$ cat config.mk
export PLATFORM = sky130hd
export DESIGN_NAME = difd_decoder
export DESIGN_NICKNAME = d
export VERILOG_FILES = /design/src/include/difd_pkg.sv /design/src/hdl/difd_decoder.sv
export SDC_FILE = /design/constraint.sdc
export NUM_CORES = 1
export LEC_CHECK = 0
export BUFFER_PORTS_ARGS = -buffer_cell sky130_fd_sc_hd__buf_4
export CORE_ASPECT_RATIO = 1.2
export CORE_MARGIN = 2
export CORE_UTILIZATION = 45
export DETAILED_ROUTE_END_ITERATION = 8
export PLACE_DENSITY_LB_ADDON = 0.15
export SYNTH_ARGS = -nofsm -noshare
export SYNTH_HDL_FRONTEND = slang
export SYNTH_SLANG_ARGS = --single-unit
$ cat constraint.sdc
create_clock -name ref_clk_i -period 2.2 [get_ports ref_clk_i]
set_clock_uncertainty 0.1 [all_clocks]
set_input_delay 0.22 -clock ref_clk_i [delete_from_list [all_inputs] [get_ports ref_clk_i]]
set_output_delay 0.22 -clock ref_clk_i [all_outputs]
set_load 0.05 [all_outputs]
$ cat src/include/difd_pkg.sv
// package for the digital input function decoder
package difd_pkg;
    localparam int DIFD_NUM_DI = 8;
    localparam logic [7:0] FC_SERVO_ENABLE = 8'h01;
    localparam logic [7:0] FC_FAULT_CLEAR = 8'h02;
    localparam logic [7:0] FC_GAIN_BOOST = 8'h03;
    localparam logic [7:0] FC_COUNT_CLEAR = 8'h04;
    localparam logic [7:0] FC_ZERO_HOLD = 8'h05;
    localparam logic [7:0] FC_CMD_REVERSE = 8'h06;
    localparam logic [7:0] FC_TORQUE_CAP = 8'h09;
    localparam logic [7:0] FC_SPEED_CAP = 8'h10;
    // register byte addresses
    localparam logic [7:0] ADDR_FUNC_LO = 8'h00;
    localparam logic [7:0] ADDR_FUNC_HI = 8'h04;
    localparam logic [7:0] ADDR_CONFIG = 8'h08;
    localparam logic [7:0] ADDR_SPEED = 8'h0C;
    localparam logic [7:0] ADDR_STATUS = 8'h10;
    localparam logic [7:0] ADDR_INPUTS = 8'h14;
    // config fields
    localparam int CFG_MODE_LSB = 0;
    localparam int CFG_GAIN_LSB = 4;
    localparam int CFG_CLRTRIG_BIT = 8;
    localparam int CFG_ZSPD_LSB = 16;
    // control mode codes
    localparam logic [1:0] MODE_POSITION = 2'h0;
    localparam logic [1:0] MODE_SPEED = 2'h1;
    localparam logic [1:0] MODE_TORQUE = 2'h2;
    localparam logic [1:0] MODE_OTHER = 2'h3;
    localparam logic [3:0] GAIN_SWITCH_DI = 4'h1;
    localparam logic [31:0] FUNC_RESET = 32'h0;
    localparam logic [31:0] CONFIG_RESET = 32'h0;
endpackage

$ cat src/hdl/difd_decoder.sv
// digital input function decoder with wishbone register access
//
// Behaviour
// - code 0x01 input held high keeps servo enabled, any mode.
// - code 0x02 rising edge clears pending alarm once cause is gone.
// - code 0x03 high, position/speed mode, gain switch 1: boost gain.
// - code 0x04 in position mode clears pulse counter, edge or level.
// - code 0x05 high in speed mode below zero threshold stops motor.
// - code 0x06 high in speed or torque mode reverses command.
// - code 0x09 high in position or speed mode caps torque.
// - code 0x10 high in torque mode caps speed.
//
// The placing of the registers and the Wishbone register port were decided locally.
`timescale 1ns/1ps
module difd_decoder
    import difd_pkg::*;
(
    input wire logic ref_clk_i,
    input wire logic reset_n_i,
    input wire logic [7:0] di_pin_i,
    input wire logic alarm_cause_i,
    input wire logic [15:0] speed_meas_i,
    input wire logic [31:0] wb_adr_i,
    input wire logic [31:0] wb_dat_i,
    input wire logic [3:0] wb_sel_i,
    input wire logic wb_we_i,
    input wire logic wb_cyc_i,
    input wire logic wb_stb_i,
    output logic [31:0] wb_dat_o,
    output logic wb_ack_o,
    output logic servo_enable_o,
    output logic alarm_pending_o,
    output logic gain_boost_o,
    output logic pulse_count_clear_o,
    output logic zero_speed_hold_o,
    output logic command_reverse_o,
    output logic torque_cap_o,
    output logic speed_cap_o
);
    logic [7:0] sync1;
    logic [7:0] sync2;
    logic [7:0] sync3;
    logic [7:0] di_level;
    logic [7:0] di_prev;
    logic [31:0] func_lo;
    logic [31:0] func_hi;
    logic [31:0] config_reg;
    logic alarm_cause_q;
    logic [7:0] hit_servo;
    logic [7:0] hit_fault;
    logic [7:0] hit_gain;
    logic [7:0] hit_clr_lvl;
    logic [7:0] hit_clr_edge;
    logic [7:0] hit_zero;
    logic [7:0] hit_rev;
    logic [7:0] hit_tcap;
    logic [7:0] hit_scap;
    logic [1:0] mode;
    logic [3:0] gain_switch_config;
    logic count_clear_trigger_config;
    logic [15:0] zero_speed_threshold;
    logic wb_req;
    logic wb_wr;
    logic [31:0] next_rdata;

    assign mode = config_reg[CFG_MODE_LSB +: 2];
    assign gain_switch_config = config_reg[CFG_GAIN_LSB +: 4];
    assign count_clear_trigger_config = config_reg[CFG_CLRTRIG_BIT];
    assign zero_speed_threshold = config_reg[CFG_ZSPD_LSB +: 16];

    // function code assigned to input n
    function automatic logic [7:0] code_of(input logic [31:0] lo, input logic [31:0] hi,
        input int n);
        logic [63:0] all;
        all = {hi, lo};
        return all[n*8 +: 8];
    endfunction

    // true when the active mode is among those an action may run in
    function automatic logic mode_ok(input logic [1:0] m, input logic in_pos,
        input logic in_spd, input logic in_trq);
        logic ok;
        case (m)
            MODE_POSITION: ok = in_pos;
            MODE_SPEED: ok = in_spd;
            MODE_TORQUE: ok = in_trq;
            default: ok = 1'b0;
        endcase
        return ok;
    endfunction

    // three-stage input synchroniser; only the second stage reads the first
    always_ff @(posedge ref_clk_i)
    begin
        if (!reset_n_i)
        begin
            sync1 <= 8'h00;
            sync2 <= 8'h00;
            sync3 <= 8'h00;
        end
        else
        begin
            sync1 <= di_pin_i;
            sync2 <= sync1;
            sync3 <= sync2;
        end
    end

    // filtered level: a change counts once stages two and three agree
    always_ff @(posedge ref_clk_i)
    begin
        if (!reset_n_i)
            di_level <= 8'h00;
        else
            di_level <= (sync2 & sync3) | (di_level & (sync2 | sync3));
    end

    // previous filtered level, for rising-edge detection
    always_ff @(posedge ref_clk_i)
    begin
        if (!reset_n_i)
            di_prev <= 8'h00;
        else
            di_prev <= di_level;
    end

    // per-input decode; only listed codes match anything
    genvar g;
    generate
        for (g = 0; g < DIFD_NUM_DI; g++)
        begin : g_di
            logic [7:0] c;
            logic rise;
            assign c = code_of(func_lo, func_hi, g);
            assign rise = di_level[g] & ~di_prev[g];
            assign hit_servo[g] = (c == FC_SERVO_ENABLE) & di_level[g];
            assign hit_fault[g] = (c == FC_FAULT_CLEAR) & rise;
            assign hit_gain[g] = (c == FC_GAIN_BOOST) & di_level[g];
            assign hit_clr_lvl[g] = (c == FC_COUNT_CLEAR) & di_level[g];
            assign hit_clr_edge[g] = (c == FC_COUNT_CLEAR) & rise;
            assign hit_zero[g] = (c == FC_ZERO_HOLD) & di_level[g];
            assign hit_rev[g] = (c == FC_CMD_REVERSE) & di_level[g];
            assign hit_tcap[g] = (c == FC_TORQUE_CAP) & di_level[g];
            assign hit_scap[g] = (c == FC_SPEED_CAP) & di_level[g];
        end
    endgenerate

    // servo enable follows any code 0x01 input, in every mode
    always_ff @(posedge ref_clk_i)
    begin
        if (!reset_n_i)
            servo_enable_o <= 1'b0;
        else
            servo_enable_o <= |hit_servo;
    end

    // gain boost in position or speed mode with the gain switch set to 1
    always_ff @(posedge ref_clk_i)
    begin
        if (!reset_n_i)
            gain_boost_o <= 1'b0;
        else
            gain_boost_o <= (|hit_gain) && mode_ok(mode, 1'b1, 1'b1, 1'b0)
                && gain_switch_config == GAIN_SWITCH_DI;
    end

    // pulse counter clear in position mode, by level or by rising edge
    always_ff @(posedge ref_clk_i)
    begin
        if (!reset_n_i)
            pulse_count_clear_o <= 1'b0;
        else
            pulse_count_clear_o <= mode_ok(mode, 1'b1, 1'b0, 1'b0)
                && (count_clear_trigger_config ? (|hit_clr_lvl)
                : (|hit_clr_edge));
    end

    // zero-speed hold in speed mode below the threshold
    always_ff @(posedge ref_clk_i)
    begin
        if (!reset_n_i)
            zero_speed_hold_o <= 1'b0;
        else
            zero_speed_hold_o <= (|hit_zero) && mode_ok(mode, 1'b0, 1'b1, 1'b0)
                && speed_meas_i < zero_speed_threshold;
    end

    // command reversal in speed or torque mode
    always_ff @(posedge ref_clk_i)
    begin
        if (!reset_n_i)
            command_reverse_o <= 1'b0;
        else
            command_reverse_o <= (|hit_rev)
                && mode_ok(mode, 1'b0, 1'b1, 1'b1);
    end

    // torque cap in position or speed mode
    always_ff @(posedge ref_clk_i)
    begin
        if (!reset_n_i)
            torque_cap_o <= 1'b0;
        else
            torque_cap_o <= (|hit_tcap)
                && mode_ok(mode, 1'b1, 1'b1, 1'b0);
    end

    // speed cap in torque mode
    always_ff @(posedge ref_clk_i)
    begin
        if (!reset_n_i)
            speed_cap_o <= 1'b0;
        else
            speed_cap_o <= (|hit_scap)
                && mode_ok(mode, 1'b0, 1'b0, 1'b1);
    end

    // registered copy of the alarm cause
    always_ff @(posedge ref_clk_i)
    begin
        if (!reset_n_i)
            alarm_cause_q <= 1'b0;
        else
            alarm_cause_q <= alarm_cause_i;
    end

    // alarm: latched by cause, cleared by fault-clear edge once cause gone; cause wins
    always_ff @(posedge ref_clk_i)
    begin
        if (!reset_n_i)
            alarm_pending_o <= 1'b0;
        else if (alarm_cause_q)
            alarm_pending_o <= 1'b1;
        else if (|hit_fault)
            alarm_pending_o <= 1'b0;
    end

    // wishbone slave, ack one cycle after request
    assign wb_req = wb_cyc_i & wb_stb_i & ~wb_ack_o;

    // a write lands at the edge where the master sees ack, while the request still stands
    assign wb_wr = wb_cyc_i & wb_stb_i & wb_ack_o & wb_we_i & (wb_adr_i[31:8] == 24'h00_0000);

    always_ff @(posedge ref_clk_i)
    begin
        if (!reset_n_i)
            wb_ack_o <= 1'b0;
        else
            wb_ack_o <= wb_req;
    end

    // read data stands only in the ack cycle
    always_ff @(posedge ref_clk_i)
    begin
        if (!reset_n_i)
            wb_dat_o <= 32'h0000_0000;
        else
            wb_dat_o <= wb_req ? next_rdata : 32'h0000_0000;
    end

    always_comb
    begin
        unique case (wb_adr_i[7:0])
            ADDR_FUNC_LO: next_rdata = func_lo;
            ADDR_FUNC_HI: next_rdata = func_hi;
            ADDR_CONFIG: next_rdata = config_reg;
            ADDR_SPEED: next_rdata = {16'h0000, speed_meas_i};
            ADDR_STATUS: next_rdata = {24'h00_0000, speed_cap_o, torque_cap_o,
                command_reverse_o, zero_speed_hold_o, pulse_count_clear_o, gain_boost_o,
                alarm_pending_o, servo_enable_o};
            ADDR_INPUTS: next_rdata = {24'h00_0000, di_level};
            default: next_rdata = 32'h0000_0000;
        endcase
    end

    // function codes of inputs 0 to 3, byte enables honoured
    always_ff @(posedge ref_clk_i)
    begin
        if (!reset_n_i)
            func_lo <= FUNC_RESET;
        else if (wb_wr && wb_adr_i[7:0] == ADDR_FUNC_LO)
        begin
            for (int b = 0; b < 4; b++)
            begin
                if (wb_sel_i[b])
                    func_lo[b*8 +: 8] <= wb_dat_i[b*8 +: 8];
            end
        end
    end

    // function codes of inputs 4 to 7, byte enables honoured
    always_ff @(posedge ref_clk_i)
    begin
        if (!reset_n_i)
            func_hi <= FUNC_RESET;
        else if (wb_wr && wb_adr_i[7:0] == ADDR_FUNC_HI)
        begin
            for (int b = 0; b < 4; b++)
            begin
                if (wb_sel_i[b])
                    func_hi[b*8 +: 8] <= wb_dat_i[b*8 +: 8];
            end
        end
    end

    // mode, gain switch, clear trigger and zero-speed threshold
    always_ff @(posedge ref_clk_i)
    begin
        if (!reset_n_i)
            config_reg <= CONFIG_RESET;
        else if (wb_wr && wb_adr_i[7:0] == ADDR_CONFIG)
        begin
            for (int b = 0; b < 4; b++)
            begin
                if (wb_sel_i[b])
                    config_reg[b*8 +: 8] <= wb_dat_i[b*8 +: 8];
            end
        end
    end
endmodule // difd_decoder

# ---- Word level (Yosys, flattened, before mapping)
# Cells that the tools add are included.
dict set report op_classes {
  magnitude_cmp 1
  eq_ne 72
  mux 14
  bitwise 98
  n_reduce_logical 39
}
# operator count
set ops {}
lappend ops {{8-bit by 3-bit == test with 1-bit output (second input constant)} 25}
lappend ops {{32-bit case mux with 6 select lines} 1}
lappend ops {{8-bit by 2-bit == test with 1-bit output (second input constant)} 16}
lappend ops {{1-bit bitwise AND} 85}
lappend ops {{8-bit by 4-bit == test with 1-bit output (second input constant)} 10}
lappend ops {{8-bit by 5-bit == test with 1-bit output (second input constant)} 10}
lappend ops {{8-bit OR reduction} 9}
lappend ops {{8-bit by 1-bit == test with 1-bit output (second input constant)} 8}
lappend ops {{2-bit AND reduction} 13}
lappend ops {{24-bit logical NOT} 1}
lappend ops {{8-bit bitwise AND} 2}
lappend ops {{16-bit less-than comparator} 1}
lappend ops {{8-bit bitwise OR} 2}
lappend ops {{1-bit 2-to-1 mux} 13}
lappend ops {{1-bit logical AND} 11}
lappend ops {{1-bit NOT} 9}
lappend ops {{8-bit logical NOT} 1}
lappend ops {{4-bit by 1-bit == test with 1-bit output (second input constant)} 1}
lappend ops {{2-bit OR reduction} 2}
lappend ops {{2-bit by 1-bit == test with 1-bit output (second input constant)} 1}
lappend ops {{2-bit == test (second input constant)} 1}
lappend ops {{2-bit logical NOT} 1}
lappend ops {{2-bit nonzero test} 1}
dict set report word_totals {
  ff_bits 178
  out_inout_bits 41
}

# ---- Logic depth before layout (Yosys ltp)
# Gate-level depths: netlist of the first run.
dict set report depth {
  depth_word 6
  ltp_mapped 8
  ltp_nobuf 7
}

# ---- Worst setup path before layout of the first run
# OpenSTA, ideal clock, no wires.
dict set report synth_path {
  kind {input to register}
  start {input wb_adr_i[1]}
  end {register config_reg[0]}
  setup_ns 0.121
  arrival_ns 2.204
  setup_slack_ns -0.224
  path_stages 7
  path_buffers 2
  cell_sequence {or4_1 > buf_2 > or3_1 > buf_6 > nor4b_4 > nand2_4 > mux2i_1}
}
dict set report synth_via {
  elab_chain_cells 3
}
# element line_no
set synth_lines {}
lappend synth_lines {{from (decl)} difd_decoder.sv:23} ;# input wire logic [31:0] wb_adr_i,
lappend synth_lines {{8-bit by 4-bit == test with 1-bit output} difd_decoder.sv:311} ;# else if (wb_wr && wb_adr_i[7:0] == ADDR_CONFIG)
lappend synth_lines {{1-bit logical AND} difd_decoder.sv:311}
lappend synth_lines {{2-bit AND reduction (no source line)} --}
lappend synth_lines {{to (signal, indexed assignment)} difd_decoder.sv:316} ;# config_reg[b*8 +: 8] <= wb_dat_i[b*8 +: 8];
lappend synth_lines {{to (decl)} difd_decoder.sv:47} ;# logic [31:0] config_reg;
# Every way passes these cells.
# A chain may end at the register's enable or synchronous reset.

# ---- Worst setup path after layout of the first run
dict set report layout_path {
  start {register config_reg[29]}
  end {register zero_speed_hold_o}
}
dict set report layout_via {
  elab_chain_cells 2
}
# element line_no
set layout_lines {}
lappend layout_lines {{16-bit less-than comparator} difd_decoder.sv:185} ;# && speed_meas_i < zero_speed_threshold;
lappend layout_lines {{1-bit logical AND} difd_decoder.sv:185}
lappend layout_lines {{to (signal assigned)} difd_decoder.sv:184} ;# zero_speed_hold_o <= (|hit_zero) && mode_ok(mode, 1'b0, 1'b1, 1'b0)
lappend layout_lines {{to (decl)} difd_decoder.sv:35} ;# output logic zero_speed_hold_o,
# Every way passes these cells.

==> metrics, run 1 <==
fin crit share=0.948; Max Cap Violations=0; Max Freq=480 MHz; fin. max-slew vios=0; Syn. warnings=0; RSZ-0062 raised after global routing=no; I/O pin total=139; relative slew slack=0.544; Core ar.=18000 um2; vias in the first global route=7366; CTS tree=done; reg2reg path depth=6; syn_nets=1024; I/O Buffers=138; Antenna diodes=0; Post-synth ARST share=0; Cell Rows=54; initial antenna violation count=0; ys flop type=dfxtp_1; setup violators final=0; placed cell areas=9850 um2; Avg WL per Cell=18.9 um; r2r startpoint=config_reg[29]; Total GRT Usage=0.262; clk_lat worst skew=0.44 ns; post-DP HPWL=19500 um; Setup Crit Path Kind=reg2reg; worst slew pin tran=0.676 ns; slowest stage delay, CP=0.59 ns; share of cells above drive strength 1=0.222; crit path time final=2.09 ns; drt total wl=25500 um; Netlist cell types=57; Via density=5.62; Peak VDD IR=477 uV; clock slew at reported path FFs=0.07 ns; Num CTS Buffers=17; DRT antenna net count=0; global-route wire length before repair=39200 um; worst hold start=wb_dat_i[28]; TritonCTS sink count=178; CTS Root Cell=clkbuf_16; crit-path max FO=3; die area=19400 um2; CP Cell Sequence=inv_1 -> ha_1 -> and4_1 -> or4b_2 -> o2111ai_1 -> a221oi_1; via count=7560; WP data arrival=2.28 ns; synthesized area per cell=9.08 um2; largest net degree at the start of global routing=61; post-route cell area=10700 um2; register area share after synthesis=0.432; Post-Synthesis Cells=908; Worst path slowest cell=or4b_2; leak pwr=0.00486 uW; data required time of the worst path=2.40 ns; Fin Setup TNS=0 ns; DR pass1 iterations=8; FF+latch count, synth=178; Final #Nets=1224; final hold vios=0; Crit Reg-Reg Endpoint=zero_speed_hold_o; Layout area overhead=30.0%; H-Tree Level Count=4; number of synthesized flops with an enable pin=0; status=finished, final reports clean; GRT overflow=0; DRC=0; Startpoint Class=register; CTS Buffer Depth=2; Initial Util=0.457; Post-Syn Area=8250 um2; crit end category=register; Pwr per Cell Area=635 nW/um2; flop2flop setup slack=0.11 ns; placer congestion estimate=0.945; die width=128 um; Hold EP=config_reg[28]; Hold Crit Depth=3; drt initial violations=588; min-delay worst type=in2reg; Die H=152 um
[Yosys cell counts, types with 10 or more instances]
library cell,number,share of area
a21oi_1,35,0.021
mux2i_1,119,0.14
nand2_1,162,0.074
nor4_1,14,0.011
ha_1,18,0.027
and2_1,34,0.026
nor2_1,79,0.036
inv_1,25,0.011
o21ai_0,14,0.0085
nand4_1,12,0.0091
nor4b_1,11,0.012
clkbuf_1,34,0.015
dfxtp_1,178,0.43
nor3_1,14,0.0085
a22oi_1,10,0.0091
[cell families (layout without fill, tap and decap cells)]
kind of cell    Yosys count  in the layout  synth area share
mux                     128            128             0.158
compound gates          116            116            0.0968
flops                   178            178             0.432
fa+ha+maj                18             18            0.0273
buf+inv                  64            277            0.0302
simple gates            404            404             0.255
[per-layer routing]
layer	GRT usage	up-vias	routed length, um
met5	0	-	0
met4	0.108	0	954
met3	0.0485	51	1700
met2	0.433	302	12000
met1	0.334	3582	10800
li1	-	3625	-
[what timing repair did]
| item | in CTS | in global routing |
|---|---|---|
| hold endpoints to repair | 40 | 0 |
| buffers inserted | 0 | 0 |
| endpoints found under the setup margin | 0 | 1 |
| hold buffers | 27 | 0 |
| gates resized for setup | 0 | 1 |
[where the power goes]
group	internal (uW)	switching, uW	leakage [uW]
combinational	227	220	0.00313
sequential	3240	10.3	0.00144
clock	1710	1400	0.000291
total	5180	1620	0.00486
[final cells by class]
cell class / instances / area [um2]
Sequential cell: 178 / 3560
Tap cell: 224 / 280
Fill cell: 1606 / 7320
Clock inverter: 15 / 171
Inverter: 25 / 93.8
Clock buffer: 17 / 425
Timing Repair Buffer: 220 / 1740
Multi-Input combinational cell: 666 / 4440
[cell usage in the layout, fill, tap and decap left out, drive strengths merged, types with 4 or more instances in the layout]
cell type	Yosys	layout
a21boi	8	8
nor4	14	14
nand2b	7	7
dfxtp	178	178
nand3	7	7
inv	25	33
mux2	8	8
and3b	5	5
a41oi	4	4
o32ai	4	4
nor2	79	79
buf	5	193
nor2b	6	6
a211oi	4	4
clkbuf	34	17
a21o	5	5
and4b	4	4
dlygate4sd3	0	27
a22oi	10	10
nor3b	8	8
nor4b	14	14
o21ai	14	14
nand4b	9	9
nand4	12	12
ha	18	18
and2	34	34
mux2i	119	119
nand2	170	170
a221oi	8	8
nor3	14	14
a21oi	35	35
nand3b	8	8
a2bb2oi	7	7
[worst max path at each step]
stage,from,slack (ns),endpoint,cells past startpoint
global placement,wb_adr_i[1],-0.06,func_lo[26],7
global route,config_reg[29],0.005,zero_speed_hold_o,6
detailed placement,wb_adr_i[1],-0.07,func_lo[26],7
CTS,config_reg[29],0.12,zero_speed_hold_o,6
finish,config_reg[29],0.11,zero_speed_hold_o,6
floorplan,wb_adr_i[1],-0.17,config_reg[0],7
[per-stage QoR]
step | total power [uW] | hold WS, ns | setup slack, ns | cells | utilization
2_1_floorplan | 3510 | 0.247 | -0.170 | 908 | -
3_3_place_gp | 3730 | 0.314 | -0.0620 | 1286 | 0.546
3_5_place_dp | 3730 | 0.318 | -0.0659 | 1286 | 0.546
4_1_cts | 6850 | 0.00177 | 0.117 | 1345 | 0.594
5_1_grt | 7020 | 0.0141 | 0.00478 | 1345 | 0.594
6_report | 6800 | 0.00944 | 0.115 | 1345 | 0.594
[critical path: cells and delay by family, from the launching register on]
family	cells	cell delay [ns]
simple gates	2	0.80
fa+ha+maj	1	0.30
flops	1	0.36
compound gates	2	0.28
buf+inv	1	0.10
Power figures use the tool's default switching activity.
==> run 2, diff against run 1 <==
- CORE_ASPECT_RATIO: 1.2 -> 1.1
==> run 2 against run 1 <==
Against the previous run: global-route usage grew 0.44 points; combinational power shrank 1%; sequential share of layout area grew 0.12 points; worst hold slack is essentially flat; sequential power is essentially flat; register-to-register slack lost 0.04 ns; critical path type unchanged; largest cell class unchanged; largest power group unchanged.
==> metrics, run 2 (same netlist as run 1, synthesis figures left out) <==
RSZ-0062 raised after global routing=no; leak pwr=0.00483 uW (-0.66%); relative slew slack=0.629 (+0.0855); Fin Hold WS=0.00930 ns (-0.000132 ns); Peak VDD IR=540 uV (+13%); CTS Root Cell=clkbuf_16; DRC=0 (unchanged); slowest stage delay, CP=0.46 ns (-0.13 ns); fin crit share=0.967 (+0.0197); CTS Buffer Depth=2 (unchanged); crit end category=register; Num CTS Buffers=17 (unchanged); setup violators final=0 (unchanged); crit path time final=2.13 ns (+0.0434 ns); Layout area overhead=29.5%; Core ar.=17800 um2 (-1.3%); min-delay worst type=in2reg; Antenna diodes=0 (unchanged); die width=133 um (+4.3%); largest net degree at the start of global routing=74 (+21%); most frequent cells in the layout=buf_4, dfxtp_1, nand2_1; die area=19400 um2 (about the same); Final #Nets=1217 (-0.57%); global-route wire length before repair=39800 um (+1.4%); crit-path max FO=5 (+2); final hold vios=0 (unchanged); data required time of the worst path=2.43 ns (+0.03 ns); clk_lat worst skew=0.44 ns (about the same); dpl cells=1300 (+1.1%); Avg WL per Cell=18.9 um (about the same); status=finished, final reports clean; clock slew at reported path FFs=0.07 ns (about the same); Max Freq=470 MHz (-2.0%); via count=7457 (-1.4%); CP Cell Sequence=nor4b_1 -> nand3b_1 -> buf_4 -> nor4b_1 -> nor4_1 -> a32o_1; worst slew pin tran=0.549 ns (-0.127 ns); GRT overflow=0 (unchanged); most common library cell in the layout ignoring fill and taps=buf_4; Setup Crit Path Kind=reg2reg; I/O pin total=139 (unchanged); TritonCTS sink count=178 (unchanged); vias in the first global route=7145 (-3.0%); placed cell areas=9890 um2 (+0.43%); drt initial violations=662 (+13%); Die H=146 um (-4.1%); Pwr Total=6710 uW (-1.4%); Cell Rows=51 (-5.6%); fin. max-slew vios=0 (unchanged); Max Cap Violations=0 (unchanged); initial antenna violation count=1 (+1); Total GRT Usage=0.266 (+0.00444); Util after Layout=0.600 (+0.00578); I/O Buffers=138 (unchanged); Worst path slowest cell=dfxtp_1; Startpoint Class=register; share of cells above drive strength 1=0.225 (+0.00319); drt total wl=25600 um (+0.51%); WP data arrival=2.36 ns (+0.08 ns); placer congestion estimate=0.921 (-2.6%); DRT antenna net count=0 (unchanged); Pwr per Cell Area=628 nW/um2 (-1.0%); Initial Util=0.463 (+0.00607); DR pass1 iterations=6 (-2); post-route cell area=10700 um2 (-0.35%); most used cell, CP=nor4b_1; Via density=5.52 (-1.9%); H-Tree Level Count=4 (unchanged); final instance count without filler cells=1352 (+0.52%); post-DP HPWL=19500 um (+0.13%); CTS tree=done
-- run 2: cell count changes in the layout (fill, tap and decap cells not counted) --
| cell | delta |
|---|---|
| clkbuf_8 | +1 |
| buf_4 | -1 |
| bufinv_16 | -1 |
| nor4b_2 | +1 |
| nor4b_1 | -1 |
| clkinv_2 | -1 |
| buf_12 | +2 |
| clkinvlp_4 | +1 |
| dlygate4sd3_1 | -8 |
-- run 2: repair_timing --
action,4_1_cts,5_1_grt
hold endpoints to repair,24,0
hold buffers,19,0
resized for setup,0,2
endpoints found under the setup margin,0,77
buffers inserted,0,1
-- run 2: area by class of cell --
| type | instances | area (um2) |
|---|---|---|
| clock buffers | 18 | 439 |
| clock inverters | 14 | 144 |
| fillers | 1596 | 7120 |
| inverters | 25 | 93.8 |
| multi-input cells | 666 | 4450 |
| flip-flops and latches | 178 | 3560 |
| well taps | 238 | 298 |
| repair buffers | 213 | 1700 |
-- run 2: worst paths after layout --
path	from	end	slack [ns]	cells past startpoint
worst max-delay path	di_level[1]	alarm_pending_o	0.07	6
worst min-delay path	wb_dat_i[23]	config_reg[23]	0.009	3
worst max register to register	di_level[1]	alarm_pending_o	0.07	6
worst min register to register	sync1[3]	sync2[3]	0.33	1
-- run 2: layer usage --
layer / part of all wire / wire length (um) / GRT usage / up-vias
met1: 0.45 / 11400 / 0.352 / 3495
met3: 0.065 / 1670 / 0.0498 / 51
li1: - / - / - / 3617
met4: 0.033 / 841 / 0.120 / 0
met2: 0.46 / 11700 / 0.422 / 294
met5: 0 / 0 / 0 / -
-- run 2: metrics by stage --
| step | TNS (ns) | setup slack, ns |
|---|---|---|
| after floorplan | -10.87 | -0.170 |
| after global placement | -3.25 | -0.0581 |
| after detailed placement | -4.72 | -0.0904 |
| after CTS | 0 | 0.0789 |
| after global routing | 0 | 0.0389 |
| final | 0 | 0.0715 |
-- run 2: critical path, delay by kind of cell, from the launching register on --
kind	cells	cell delay (ns)
buf+inv	1	0.17
flops	1	0.46
compound gates	1	0.27
simple gates	4	1.02
-- run 2: power by group --
group	internal, uW	leakage, uW	switching, uW
clock network	1630	0.000280	1390
logic	219	0.00311	221
registers	3240	0.00144	9.94
==> run 3, diff against run 2 <==
- RECOVER_POWER: not set -> 50
==> run 3 against run 2 <==
Against the previous run: clock-buffer cell count stayed put; sequential share of layout area rose by 0.62 points; die area unchanged; core utilization is 1.1 points lower; cell area decreased by 1.8%; maximum frequency grew 0.23%; critical path type unchanged.
==> metrics, run 3 (same netlist as run 1, synthesis figures left out) <==
data required time of the worst path=2.43 ns (about the same); I/O pin total=139 (unchanged); Antenna diodes=0 (unchanged); crit-path max FO=5 (unchanged); clk_lat worst skew=0.44 ns (about the same); WP data arrival=2.36 ns (about the same); slowest stage delay, CP=0.46 ns (about the same); DRC=0 (unchanged); initial antenna violation count=1 (unchanged); Peak VDD IR=547 uV (+1.2%); Fin Hold WS=0.00609 ns (-0.00321 ns); FILL cells=1655 (+3.7%); drt initial violations=536 (-19%); Initial Util=0.463 (unchanged); sequential share of power=0.485 (about the same); die width=133 um (unchanged); fin crit share=0.965 (-0.00219); clock slew at reported path FFs=0.07 ns (about the same); Sw Share=0.242 (+0.000935); fin. max-slew vios=0 (unchanged); CP Cell Sequence=nor4b_1 -> nand3b_1 -> clkbuf_1 -> nor4b_1 -> nor4_1 -> a32o_1; vias in the first global route=7145 (unchanged); Hold Crit Depth=3 (unchanged); GRT overflow=0 (unchanged); Net Sw Power=1630 uW (+0.36%); Max Freq=471 MHz (+0.23%); Pwr per Cell Area=640 nW/um2 (+1.8%); setup violators final=0 (unchanged); drt total wl=25700 um (+0.37%); TritonCTS sink count=178 (unchanged); Layout area overhead=27.2%; DR pass1 iterations=5 (-1); most frequent cells in the layout=dfxtp_1, nand2_1, buf_4; CP delay by family, top=simple AND/OR/NAND/NOR gates; Hold EP=config_reg[23]; Pwr Total=6710 uW (about the same); worst hold start=wb_dat_i[23]; via count=7470 (+0.17%); crit path time final=2.12 ns (-0.00482 ns); Num CTS Buffers=17 (unchanged); DRT antenna net count=0 (unchanged); Via density=5.53 (+0.17%); Worst path slowest cell=dfxtp_1; Core ar.=17800 um2 (unchanged); Setup Crit Path Kind=reg2reg; CP Launch Point=di_level[1]; global-route wire length before repair=39800 um (unchanged); relative slew slack=0.398 (-0.231); Startpoint Class=register; I/O Buffers=138 (unchanged); placed cell areas=9890 um2 (unchanged); min-delay worst type=in2reg; CTS Buffer Depth=2 (unchanged); most common library cell in the layout ignoring fill and taps=dfxtp_1; Total GRT Usage=0.266 (unchanged); final hold vios=0 (unchanged); Final #Nets=1217 (unchanged); RSZ-0062 raised after global routing=no; reg2reg path depth=6 (unchanged); Die H=146 um (unchanged); most used cell, CP=nor4b_1; Crit Reg-Reg Endpoint=alarm_pending_o; CTS Root Cell=clkbuf_16; largest net degree at the start of global routing=74 (unchanged); crit end category=register; r2r startpoint=di_level[1]; Fin Setup TNS=0 ns (unchanged); leak pwr=0.00462 uW (-4.4%); H-Tree Level Count=4 (unchanged); placer congestion estimate=0.921 (unchanged); Gate power share=0.064 (-0.002); status=finished, final reports clean; worst slew pin tran=0.903 ns (+0.354 ns); flop2flop setup slack=0.08 ns (about the same); cell internal pwr=5080 uW (-0.15%); crit path buf inv count=1 (unchanged); post-DP HPWL=19500 um (unchanged); CTS tree=done; post-route cell area=10500 um2 (-1.8%); share of cells above drive strength 1=0.182 (-0.0431); die area=19400 um2 (unchanged); Clock power frac=0.451 (about the same); Max Cap Violations=0 (unchanged); Cell Rows=51 (unchanged); Avg WL per Cell=19.0 um (+0.37%)
-- run 3: cell types whose count changed in the layout (fill, tap and decap cells not counted), sizes merged --
cell / before / now
buf: 194 / 143
clkbuf: 18 / 69
-- run 3: layout make-up --
cell class | count | area [um2] | area share
Clock buffer | 18 | 439 | 0.0419
Inverter | 25 | 93.8 | 0.00895
Sequential cell | 178 | 3560 | 0.340
Tap cell | 238 | 298 | 0.0284
Timing Repair Buffer | 213 | 1500 | 0.143
Multi-Input combinational cell | 666 | 4450 | 0.424
Clock inverter | 14 | 144 | 0.0137
-- run 3: worst max path at each step --
stage                      endpoint  slack (ns)  cells after the start
finish              alarm_pending_o        0.08                      6
global route        alarm_pending_o        0.05                      6
CTS                 alarm_pending_o        0.08                      6
detailed placement       func_lo[8]       -0.09                      7
global placement         func_lo[6]       -0.06                      7
floorplan             config_reg[0]       -0.17                      7
-- run 3: routing by layer --
layer | up-vias | wire length [um] | GRT usage
met5 | - | 0 | 0
met4 | 0 | 930 | 0.120
met3 | 55 | 1680 | 0.0498
met2 | 303 | 11600 | 0.422
met1 | 3497 | 11500 | 0.352
li1 | 3615 | - | -
-- run 3: through the flow --
step / instances / worst slack [ns] / utilization
2_1_floorplan: 908 / -0.170 / -
3_3_place_gp: 1300 / -0.0581 / 0.555
3_5_place_dp: 1300 / -0.0904 / 0.555
4_1_cts: 1351 / 0.0789 / 0.599
5_1_grt: 1352 / 0.0456 / 0.589
6_report: 1352 / 0.0764 / 0.589
-- run 3: timing repair --
action,4_1_cts,5_1_grt
setup endpoints to repair,0,77
hold buffers,19,0
gates resized for setup,0,2
buffers inserted,0,1
hold endpoints to repair,24,0
-- run 3: power by group through the flow --
stage / clock (uW) / sequential, uW / combinational [uW]
2_1_floorplan: 0 / 3330 / 176
3_3_place_gp: 0 / 3330 / 407
3_5_place_dp: 0 / 3330 / 410
4_1_cts: 3070 / 3250 / 438
5_1_grt: 3210 / 3250 / 467
6_report: 3020 / 3250 / 432
-- run 3: worst reg2reg max path, delay by kind of cell (launching register included) --
kind	cells	cell delay [ns]
buffers and inverters	1	0.16
AOI/OAI and AO/OA	1	0.27
DFF	1	0.46
and+or+nand+nor	4	1.03
